### config.mk
export PLATFORM = sky130hd
export DESIGN_NAME = fctc_config_regs
export DESIGN_NICKNAME = d
export VERILOG_FILES = /design/src/design/fctc_pkg.sv /design/src/design/fctc_config_regs.sv /design/src/design/fctc_flash_timer.sv
export SDC_FILE = /design/constraint.sdc
export NUM_CORES = 1
export LEC_CHECK = 0
export ABC_AREA = 1
export BUFFER_PORTS_ARGS = -buffer_cell sky130_fd_sc_hd__buf_4
export CAP_MARGIN = 20
export CORE_MARGIN = 5
export CORE_UTILIZATION = 55
export DETAILED_ROUTE_END_ITERATION = 10
export HOLD_SLACK_MARGIN = 0.05
export PLACE_DENSITY = 0.82
export SKIP_LAST_GASP = 1
export SLEW_MARGIN = 20
export SYNTH_ARGS = -nofsm -noshare
export SYNTH_HDL_FRONTEND = slang
export SYNTH_SLANG_ARGS = --single-unit
### constraint.sdc
create_clock -name ref_clk -period 5 [get_ports ref_clk]
set_input_delay 1 -clock ref_clk [delete_from_list [all_inputs] [get_ports ref_clk]]
set_output_delay 1 -clock ref_clk [all_outputs]
set_load 0.01 [all_outputs]
### src/design/fctc_pkg.sv
/*
 * fctc_pkg: shared constants and types of the flash current and timeout
 * configuration bank: register addresses, field positions, reset values,
 * decode steps and timing counts.
 * assumes: a 10 MHz ref_clk; registers are reached by the serial control
 * front end through an internal byte address.
 */
package fctc_pkg;

    // internal register addresses
    localparam logic [7:0] FCTC_ADDR_CURRENT = 8'hb0;
    localparam logic [7:0] FCTC_ADDR_TIMEOUT = 8'hc0;

    // reset values
    localparam logic [7:0] FCTC_RST_CURRENT = 8'hdd;
    localparam logic [7:0] FCTC_RST_TIMEOUT = 8'h6f;

    // field layout of the current select register
    localparam int FCTC_CODE_W = 4;
    localparam int FCTC_LED1_LSB = 0;
    localparam int FCTC_LED2_LSB = 4;
    localparam int FCTC_NUM_LED = 2;

    // field layout of the timeout and limit register
    localparam int FCTC_TMO_W = 5;
    localparam int FCTC_TMO_LSB = 0;
    localparam int FCTC_LIM_W = 2;
    localparam int FCTC_LIM_LSB = 5;
    localparam int FCTC_STORED_W = 7;

    // decode steps
    localparam int FCTC_CUR_W = 20;
    localparam logic [19:0] FCTC_CUR_STEP_UA = 20'h0dbba;
    localparam logic [11:0] FCTC_LIM0_MA = 12'h578;
    localparam logic [11:0] FCTC_LIM1_MA = 12'h834;
    localparam logic [11:0] FCTC_LIM2_MA = 12'ha8c;
    localparam logic [11:0] FCTC_LIM3_MA = 12'hc80;

    // timing
    localparam logic [10:0] FCTC_TMO_STEP_MS = 11'h020;
    localparam int FCTC_CLK_HZ = 10_000_000;
    localparam int FCTC_MS_PER_S = 1000;
    localparam int FCTC_CYCLES_PER_MS = FCTC_CLK_HZ / FCTC_MS_PER_S;

    typedef enum logic {FCTC_TMR_IDLE, FCTC_TMR_RUN} fctc_tmr_state_t;

endpackage : fctc_pkg

### src/design/fctc_config_regs.sv
/*
 * fctc_config_regs: flash current select and flash timeout/limit
 * registers, their decode into currents and limits, and the timeout timer.
 * assumes: the serial front end presents one byte access at a time on
 * reg_addr/reg_wdata with one-cycle reg_wr or reg_rd strobes, synchronous
 * to ref_clk.
 */
`timescale 1ns/10ps
`default_nettype none
module fctc_config_regs
    import fctc_pkg::*;
#(
    parameter int CYCLES_PER_MS = FCTC_CYCLES_PER_MS
)
(
    input wire logic ref_clk,
    input wire logic arst_n,
    input wire logic [7:0] reg_addr,
    input wire logic [7:0] reg_wdata,
    input wire logic reg_wr,
    input wire logic reg_rd,
    output logic [7:0] reg_rdata,
    output logic reg_hit,
    input wire logic flash_start,
    input wire logic flash_stop,
    output logic [3:0] led1_flash_code,
    output logic [3:0] led2_flash_code,
    output logic [19:0] led1_current_ua,
    output logic [19:0] led2_current_ua,
    output logic [4:0] timeout_sel,
    output logic [1:0] limit_sel,
    output logic [11:0] limit_ma,
    output logic flash_active,
    output logic flash_timeout
);

    logic [7:0] cur_sel_ff;
    logic [6:0] tmo_lim_ff;
    logic [7:0] rdata_ff;
    logic [11:0] limit_ma_ff;
    logic [19:0] current_ff [FCTC_NUM_LED];
    logic [3:0] led_code [FCTC_NUM_LED];
    logic hit_cur;
    logic hit_tmo;
    logic [11:0] nxt_limit_ma;
    logic cur_written_ff;
    logic tmo_written_ff;

    // address decode
    assign hit_cur = (reg_addr == FCTC_ADDR_CURRENT);
    assign hit_tmo = (reg_addr == FCTC_ADDR_TIMEOUT);
    assign reg_hit = hit_cur || hit_tmo;

    // field extraction
    assign led1_flash_code = cur_sel_ff[FCTC_LED1_LSB +: FCTC_CODE_W];
    assign led2_flash_code = cur_sel_ff[FCTC_LED2_LSB +: FCTC_CODE_W];
    assign timeout_sel = tmo_lim_ff[FCTC_TMO_LSB +: FCTC_TMO_W];
    assign limit_sel = tmo_lim_ff[FCTC_LIM_LSB +: FCTC_LIM_W];
    assign led_code[0] = led1_flash_code;
    assign led_code[1] = led2_flash_code;
    assign led1_current_ua = current_ff[0];
    assign led2_current_ua = current_ff[1];
    assign limit_ma = limit_ma_ff;
    assign reg_rdata = rdata_ff;

    // current select register; writes to other addresses leave it alone
    always_ff @(posedge ref_clk or negedge arst_n)
    begin
        if (!arst_n)
            cur_sel_ff <= FCTC_RST_CURRENT;
        else if (reg_wr && hit_cur)
            cur_sel_ff <= reg_wdata;
    end

    // timeout/limit register; bit 7 is not stored since it does nothing
    always_ff @(posedge ref_clk or negedge arst_n)
    begin
        if (!arst_n)
            tmo_lim_ff <= FCTC_RST_TIMEOUT[FCTC_STORED_W-1:0];
        else if (reg_wr && hit_tmo)
            tmo_lim_ff <= reg_wdata[FCTC_STORED_W-1:0];
    end

    // read data registered; unmapped addresses and bit 7 of the timeout register read zero
    always_ff @(posedge ref_clk or negedge arst_n)
    begin
        if (!arst_n)
            rdata_ff <= 8'h00;
        else if (reg_rd)
        begin
            if (hit_cur)
                rdata_ff <= cur_sel_ff;
            else if (hit_tmo)
                rdata_ff <= {1'b0, tmo_lim_ff};
            else
                rdata_ff <= 8'h00;
        end
    end

    // per-channel current decode, one cycle behind the code
    genvar ch;
    generate
        for (ch = 0; ch < FCTC_NUM_LED; ch++)
        begin : g_led
            always_ff @(posedge ref_clk or negedge arst_n)
            begin
                if (!arst_n)
                    current_ff[ch] <= 20'h00000;
                else
                    current_ff[ch] <= 20'((20'(led_code[ch]) + 20'h00001)
                                          * FCTC_CUR_STEP_UA);
            end
        end
    endgenerate

    // limit decode lookup
    always_comb
    begin
        unique case (limit_sel)
            2'h0: nxt_limit_ma = FCTC_LIM0_MA;
            2'h1: nxt_limit_ma = FCTC_LIM1_MA;
            2'h2: nxt_limit_ma = FCTC_LIM2_MA;
            2'h3: nxt_limit_ma = FCTC_LIM3_MA;
        endcase
    end

    always_ff @(posedge ref_clk or negedge arst_n)
    begin
        if (!arst_n)
            limit_ma_ff <= 12'h000;
        else
            limit_ma_ff <= nxt_limit_ma;
    end

    // timeout timer consumes the live timeout code
    fctc_flash_timer #(
        .CYCLES_PER_MS(CYCLES_PER_MS)
    ) u_timer (
        .ref_clk(ref_clk),
        .arst_n(arst_n),
        .flash_start(flash_start),
        .flash_stop(flash_stop),
        .timeout_code(timeout_sel),
        .flash_active(flash_active),
        .flash_timeout(flash_timeout)
    );

    // helpers for checks: has each register been written since reset
    always_ff @(posedge ref_clk or negedge arst_n)
    begin
        if (!arst_n)
        begin
            cur_written_ff <= 1'b0;
            tmo_written_ff <= 1'b0;
        end
        else
        begin
            if (reg_wr && hit_cur)
                cur_written_ff <= 1'b1;
            if (reg_wr && hit_tmo)
                tmo_written_ff <= 1'b1;
        end
    end
endmodule : fctc_config_regs
`default_nettype wire

### src/design/fctc_flash_timer.sv
/*
 * fctc_flash_timer: flash timeout timer, (code+1) x 32 ms per flash.
 * assumes: start and stop are one-cycle pulses from the flash sequencer,
 * synchronous to ref_clk.
 */
`timescale 1ns/10ps
`default_nettype none
module fctc_flash_timer
    import fctc_pkg::*;
#(
    parameter int CYCLES_PER_MS = FCTC_CYCLES_PER_MS
)
(
    input wire logic ref_clk,
    input wire logic arst_n,
    input wire logic flash_start,
    input wire logic flash_stop,
    input wire logic [4:0] timeout_code,
    output logic flash_active,
    output logic flash_timeout
);

    fctc_tmr_state_t state_ff;
    logic [23:0] div_ff;
    logic [10:0] ms_ff;
    logic [10:0] span_ff;
    logic timeout_ff;
    logic ms_tick;
    logic last_ms;
    logic [31:0] elapsed_ff;

    // one-cycle enable each millisecond while running
    assign ms_tick = (div_ff == 24'(CYCLES_PER_MS - 1));
    assign last_ms = ms_tick && (ms_ff == 11'(span_ff - 11'h001));
    assign flash_active = (state_ff == FCTC_TMR_RUN);
    assign flash_timeout = timeout_ff;

    // run state; stop beats start, timeout fires on the last ms tick
    always_ff @(posedge ref_clk or negedge arst_n)
    begin
        if (!arst_n)
        begin
            state_ff <= FCTC_TMR_IDLE;
            timeout_ff <= 1'b0;
        end
        else
        begin
            timeout_ff <= 1'b0;
            unique case (state_ff)
                FCTC_TMR_IDLE:
                begin
                    if (flash_start && !flash_stop)
                        state_ff <= FCTC_TMR_RUN;
                end
                FCTC_TMR_RUN:
                begin
                    if (flash_stop)
                        state_ff <= FCTC_TMR_IDLE;
                    else if (flash_start)
                        state_ff <= FCTC_TMR_RUN; // retrigger restarts
                    else if (last_ms)
                    begin
                        state_ff <= FCTC_TMR_IDLE;
                        timeout_ff <= 1'b1;
                    end
                end
            endcase
        end
    end

    // span latched at start so a rewrite mid-flash cannot cut it short
    always_ff @(posedge ref_clk or negedge arst_n)
    begin
        if (!arst_n)
            span_ff <= FCTC_TMO_STEP_MS;
        else if (flash_start)
            span_ff <= 11'((11'(timeout_code) + 11'h001)
                           * FCTC_TMO_STEP_MS);
    end

    // millisecond divider and ms counter
    always_ff @(posedge ref_clk or negedge arst_n)
    begin
        if (!arst_n)
        begin
            div_ff <= 24'h000000;
            ms_ff <= 11'h000;
        end
        else if (flash_start)
        begin
            div_ff <= 24'h000000;
            ms_ff <= 11'h000;
        end
        else if (flash_active)
        begin
            if (ms_tick)
            begin
                div_ff <= 24'h000000;
                ms_ff <= 11'(ms_ff + 11'h001);
            end
            else
                div_ff <= 24'(div_ff + 24'h000001);
        end
    end

    // helper for checks: cycles spent running since the last start
    always_ff @(posedge ref_clk or negedge arst_n)
    begin
        if (!arst_n)
            elapsed_ff <= 32'h00000000;
        else if (flash_start)
            elapsed_ff <= 32'h00000000;
        else if (flash_active)
            elapsed_ff <= 32'(elapsed_ff + 32'h00000001);
    end
endmodule : fctc_flash_timer
`default_nettype wire

Word-level counts from Yosys, hierarchy flattened:

Cells that the tools add are included.

* multiply operators: 2
* divide/modulo/power cells: 0
* magnitude comparators: 0
* bitwise gates (word level): 1
* shifts and indexed selects: 0
* reduce and logical (&&, ||, !) cells: 10
* equality and inequality tests: 7
* mux-type cells: 18
* $add $sub $neg: 6

Operators by type and width (number)
* $mux 24: 3
* $pmux 12 s4: 1
* $mul 5x15->19 const B: 2
* $mux 11: 3
* $add 24x1->24 const B: 1
* $eq 24x14->1 const B: 1
* $eq 8x8->1 const B: 2
* $add 11x1->11 const B: 1
* $eq 11x11->1: 1
* $sub 11x1->11 const B: 1
* $add 4x1->5 const B: 2
* $mux 1: 8
* $mux 8: 1
* $mux 7: 1
* $add 5x1->6 const B: 1
* $eq 2x2->1 const B: 2
* $logic_and 1x1->1: 4
* $reduce_bool 2->1: 2
* $eq 2x1->1 const B: 1
* $logic_not 2->1: 1
* $pmux 1 s2: 1
* $reduce_and 2->1: 1
* $logic_not 1->1: 1
* $logic_or 1x1->1: 1
* $not 1->1: 1

* logic and storage cells: 55
* memories: 0
* bits of input ports: 22
* register bits: 116
* bits in read-only memories: 0
* output and inout bits: 78
* RAM bits: 0
* bits in latches: 0

Longest topological paths before layout:

* depth after elaboration: 7
* mapped depth: 21
* gate-level depth less buffers: 20

Hierarchy:

Synthesis repeated with hierarchy kept, for this count alone.

* cell total of the unflattened synthesis: 1036
* area total of the unflattened synthesis: 7953.9 µm²

Modules (own cells, without submodules)
* fctc_config_regs: cells an instance 594, times used 1, sequential area each 1741.7 µm², area an instance 5096.1 µm²
* fctc_flash_timer: cells an instance 442, times used 1, sequential area each 1077.3 µm², area an instance 2857.7 µm²

Worst setup path after synthesis:

Ideal clock, no wire load.

* kind: register to register
* from: register cur_sel_ff[0]
* to: register current_ff (netlist bit led1_current_ua[19])
* buffers on the path: 1
* clock period less this slack: 3.812 ns
* cell stages (with the launch flop): 18
* required time: 4.884 ns
* data arrival time: 3.696 ns
* library setup time: 0.116 ns
* setup slack: 1.188 ns
* cells stage by stage: dfstp_2 ha_1 xor2_1 inv_1 fa_1 fa_1 fa_1 inv_1 ha_1 buf_2 a21oi_1 nor2_1 nor2_1 nand2_1 nand2_1 nand2_1 nand2_1 nand2_1

* longest elaborated chain between the ends: 2

Ends and longest elaborated chain
* start, declared: line fctc_config_regs.sv:37 `logic [7:0] cur_sel_ff;`
* start signal, assigned: line fctc_config_regs.sv:72 `cur_sel_ff <= reg_wdata;`
* $add 4x1->5: line fctc_config_regs.sv:110 `current_ff[ch] <= 20'((20'(led_code[ch]) + 20'h00001)`
* $mul 5x15->19: line fctc_config_regs.sv:111 `* FCTC_CUR_STEP_UA);`
* end signal, assigned by index: line fctc_config_regs.sv:110
* end, declared: line fctc_config_regs.sv:41 `logic [19:0] current_ff [FCTC_NUM_LED];`

No other way between the ends.
A chain may end at the register's enable or synchronous reset.

Worst setup path in the final report:

* from: register cur_sel_ff[0]
* to: register current_ff (netlist bit led1_current_ua[17])

The elaborated chain is that of the path after synthesis.

==> results.txt <==
top-area cell type share of the netlist area: 31.2%
largest net degree at the start of global routing: 43
Critical Path End Type: flip-flop
top cells by count, synth: nand2_1 (291), inv_1 (152), dfrtp_1 (99), nand3_1 (93), nor2_1 (82)
f_max: 238 MHz
startpoint types: flip-flop
setup bufs post-CTS: 0
Pins Over Slew Limit: 0
Placed Area: 8790 sq um
yosys warns: 0
final core utilization: 63.2%
Initial Util: 55.3%
Routability Congestion: 0.908
Max stage delay on crit path: 680 ps
Area contributors post-synth: dfrtp_1 (31%), nand2_1 (14%), ha_1 (10%)
Clk Latency, worst-skew pair: 370 ps
Final Setup Violations: 0
clock slew at reported path FFs: 80 ps
vias in the first global route: 6,528
Pwr Total: 4.42 mW
dpl hpwl: 14.4 mm
routed vias/inst: 5.22
skew final: 11.7 ps
CTS hold repair buffers: 0
DRT Pass-1 Iters: 5
Chip Width: 130 microns
WHS: 495 ps
critical path buffer and inverter count: 2
VDD IR max: 388 uV
Ant. Diodes: 0
cell with the most instances after synthesis: nand2_1
Top Family by Delay on Critical Path: adder cells
non-filler instance count after layout: 1,307
CTS tree: done
area leader, netlist: dfrtp_1
design area: 9080 sq um
Req. time, crit path: 5270 ps
clock tree buffer depth: 2
post-placement cell count: 1,291
Avg Inst Size Synth: 7.74 sq um
GR Util All Layers: 23.1%
die area: 17,000 sq um
Worst-Margin Slew: 517 ps
min setup slack post-route: 790 ps
post-synth cell types: 41
part of the cycle the worst path needs: 84.2%
min-delay worst type: reg2reg
Sequential Power Share: 26.9%
Leakage: 4.78 nW
DRT Wirelength: 18.6 mm
post-route ant nets: 0
RSZ-0062 raised after global routing: no
#FFs+latches synth: 112
Top-Level Pins: 100
Worst Setup Path Type: reg2reg
pre-CTS WS: 837 ps
worst path cell trace: ha_1, nand2_1, nor2_1, inv_1, fa_1, fa_1, fa_1, inv_1, ha_1, nand2_1, nor2_1, nand3_1, nand4_1, nand2_1
max cap viols: 0
sequential cell area: 2820 sq um
NetSw: 1.96 mW
Worst EP arrival: 4480 ps
Critical-path top delay cell: dfstp_2
Primary FF master, synth: dfrtp_1
status: complete, no violations
H-tree depth: 3
clock root cell: clkbuf_16
total clock sinks: 112
final hold vios: 0
TNS Setup: 0 ps
synth-to-layout area growth: 14.2%
mapped cell area: 7950 sq um
CTS resizes: 0
Comb pwr share: 56.7%
share of total power in the clock network: 16.4%
Post-synth EDFFs: 0
layout cells sized above 1: 14.2%
Seq/Total Area, Yosys: 35.4%
remaining global-route overflow: 0
core area: 14,400 sq um
fraction of registers with async set/reset: 100%
CTS buffer count: 9
worst-path maximum fanout: 9
Syn Inst Count: 1,027
detailed-route wire length per cell: 14.2 microns
Multi-input gate area: 4430 sq um
Rows: 44
final net count: 1,231
Int Pwr: 2.45 mW
via count: 6,818
Fillers: 1,228
I/O Buffers: 95
Starting DRT DRC Count: 521
antenna violations before repair: 0
Sw Ratio: 44.5%
crit path time final: 4210 ps
DRC viols: 0
cell area power density: 486 nW/um^2
die height: 130 microns
first-pass GRT wire length: 31.3 mm
Slew headroom: 65.3%
[power groups by stage]
stage                     registers (mW)  clock network [mW]  logic (mW)
final                               1.19               0.724        2.50
after global routing                1.21               0.773        2.84
after CTS                           1.19               0.742        2.49
after detailed placement            1.21                   0        2.46
after global placement              1.20                   0        2.40
after floorplan                     1.27                   0        1.71
[layer usage]
layer | part of all wire, % | global-route usage, % | up-vias
met2 | 47 | 37.5 | 202
li1 | - | - | 3414
met3 | 6.1 | 4.87 | 23
met5 | 0 | 0 | -
met1 | 45 | 31.4 | 3179
met4 | 1.9 | 6.60 | 0
[area by class of cell]
| type | instances | share of cell area [%] |
|---|---|---|
| tap | 184 | 2.53 |
| clock inverter | 4 | 0.386 |
| multi-input combinational | 742 | 48.7 |
| sequential | 112 | 31.0 |
| timing repair buffer | 98 | 8.10 |
| clock buffer | 12 | 2.82 |
| inverter | 155 | 6.40 |
[worst reg2reg max path, stage by stage (launching register included)]
cell and delay, ps:
dfstp_2 680, ha_1 230, nand2_1 60, nor2_1 260, inv_1 160, fa_1 470, fa_1 490, fa_1 530
inv_1 50, ha_1 450, nand2_1 150, nor2_1 270, nand3_1 170, nand4_1 100, nand2_1 60
[sequential cells by signal, summed over array words and instances (netlist names), 6 cells and up]
signal           cells
cur_sel_ff           8
led1_current_ua     19
led2_current_ua     19
limit_ma             8
reg_rdata            8
tmo_lim_ff           7
u_timer.div_ff      24
u_timer.ms_ff       11
u_timer.span_ff      6
[worst paths after layout]
kind	startpoint	endpoint	slack, ps	cells after the start
setup / recovery	cur_sel_ff[0]	led1_current_ua[17]	790	14
hold / removal	reg_rdata[6]	reg_rdata[6]	490	2
setup reg to reg	cur_sel_ff[0]	led1_current_ua[17]	790	14
hold reg to reg	reg_rdata[6]	reg_rdata[6]	490	2
max in group asynchronous	arst_n	tmo_lim_ff[3]	3480	2
min in group asynchronous	arst_n	limit_ma[3]	600	1
[layout by cell type (no fill, tap or decap), types with 3 or more instances in the layout]
cell,Yosys,routed
nand2_1,291,291
inv_1,152,152
dfrtp_1,99,99
buf_4,8,98
nand3_1,93,93
nor2_1,82,82
ha_1,66,66
o21ai_0,34,34
xor2_1,31,31
fa_1,25,25
a21oi_1,24,24
nand4_1,20,20
nor3_1,16,16
dfstp_2,13,13
clkbuf_16,0,9
o21ai_2,8,8
xnor2_1,6,6
or2_2,6,6
o21bai_1,5,5
and2_1,4,4
nor2_2,4,4
conb_1,1,4
nor2_4,3,3
nor3_2,3,3
nand2_2,3,3
[cells by family (layout without fill, tap and decap cells)]
kind of cell             count (synthesis)  after routing  share of synthesized area [%]
adder cells (fa/ha/maj)                 91             91                           16.7
other                                    1              4                         0.0472
flip-flops                             112            112                           35.4
AND/OR/NAND/NOR                        533            533                           29.2
buffers and inverters                  176            269                           9.05
AO/OA/AOI/OAI                           77             77                           5.51
XOR/XNOR                                37             37                           4.07
Note: power is estimated with default switching activity, not from simulation.
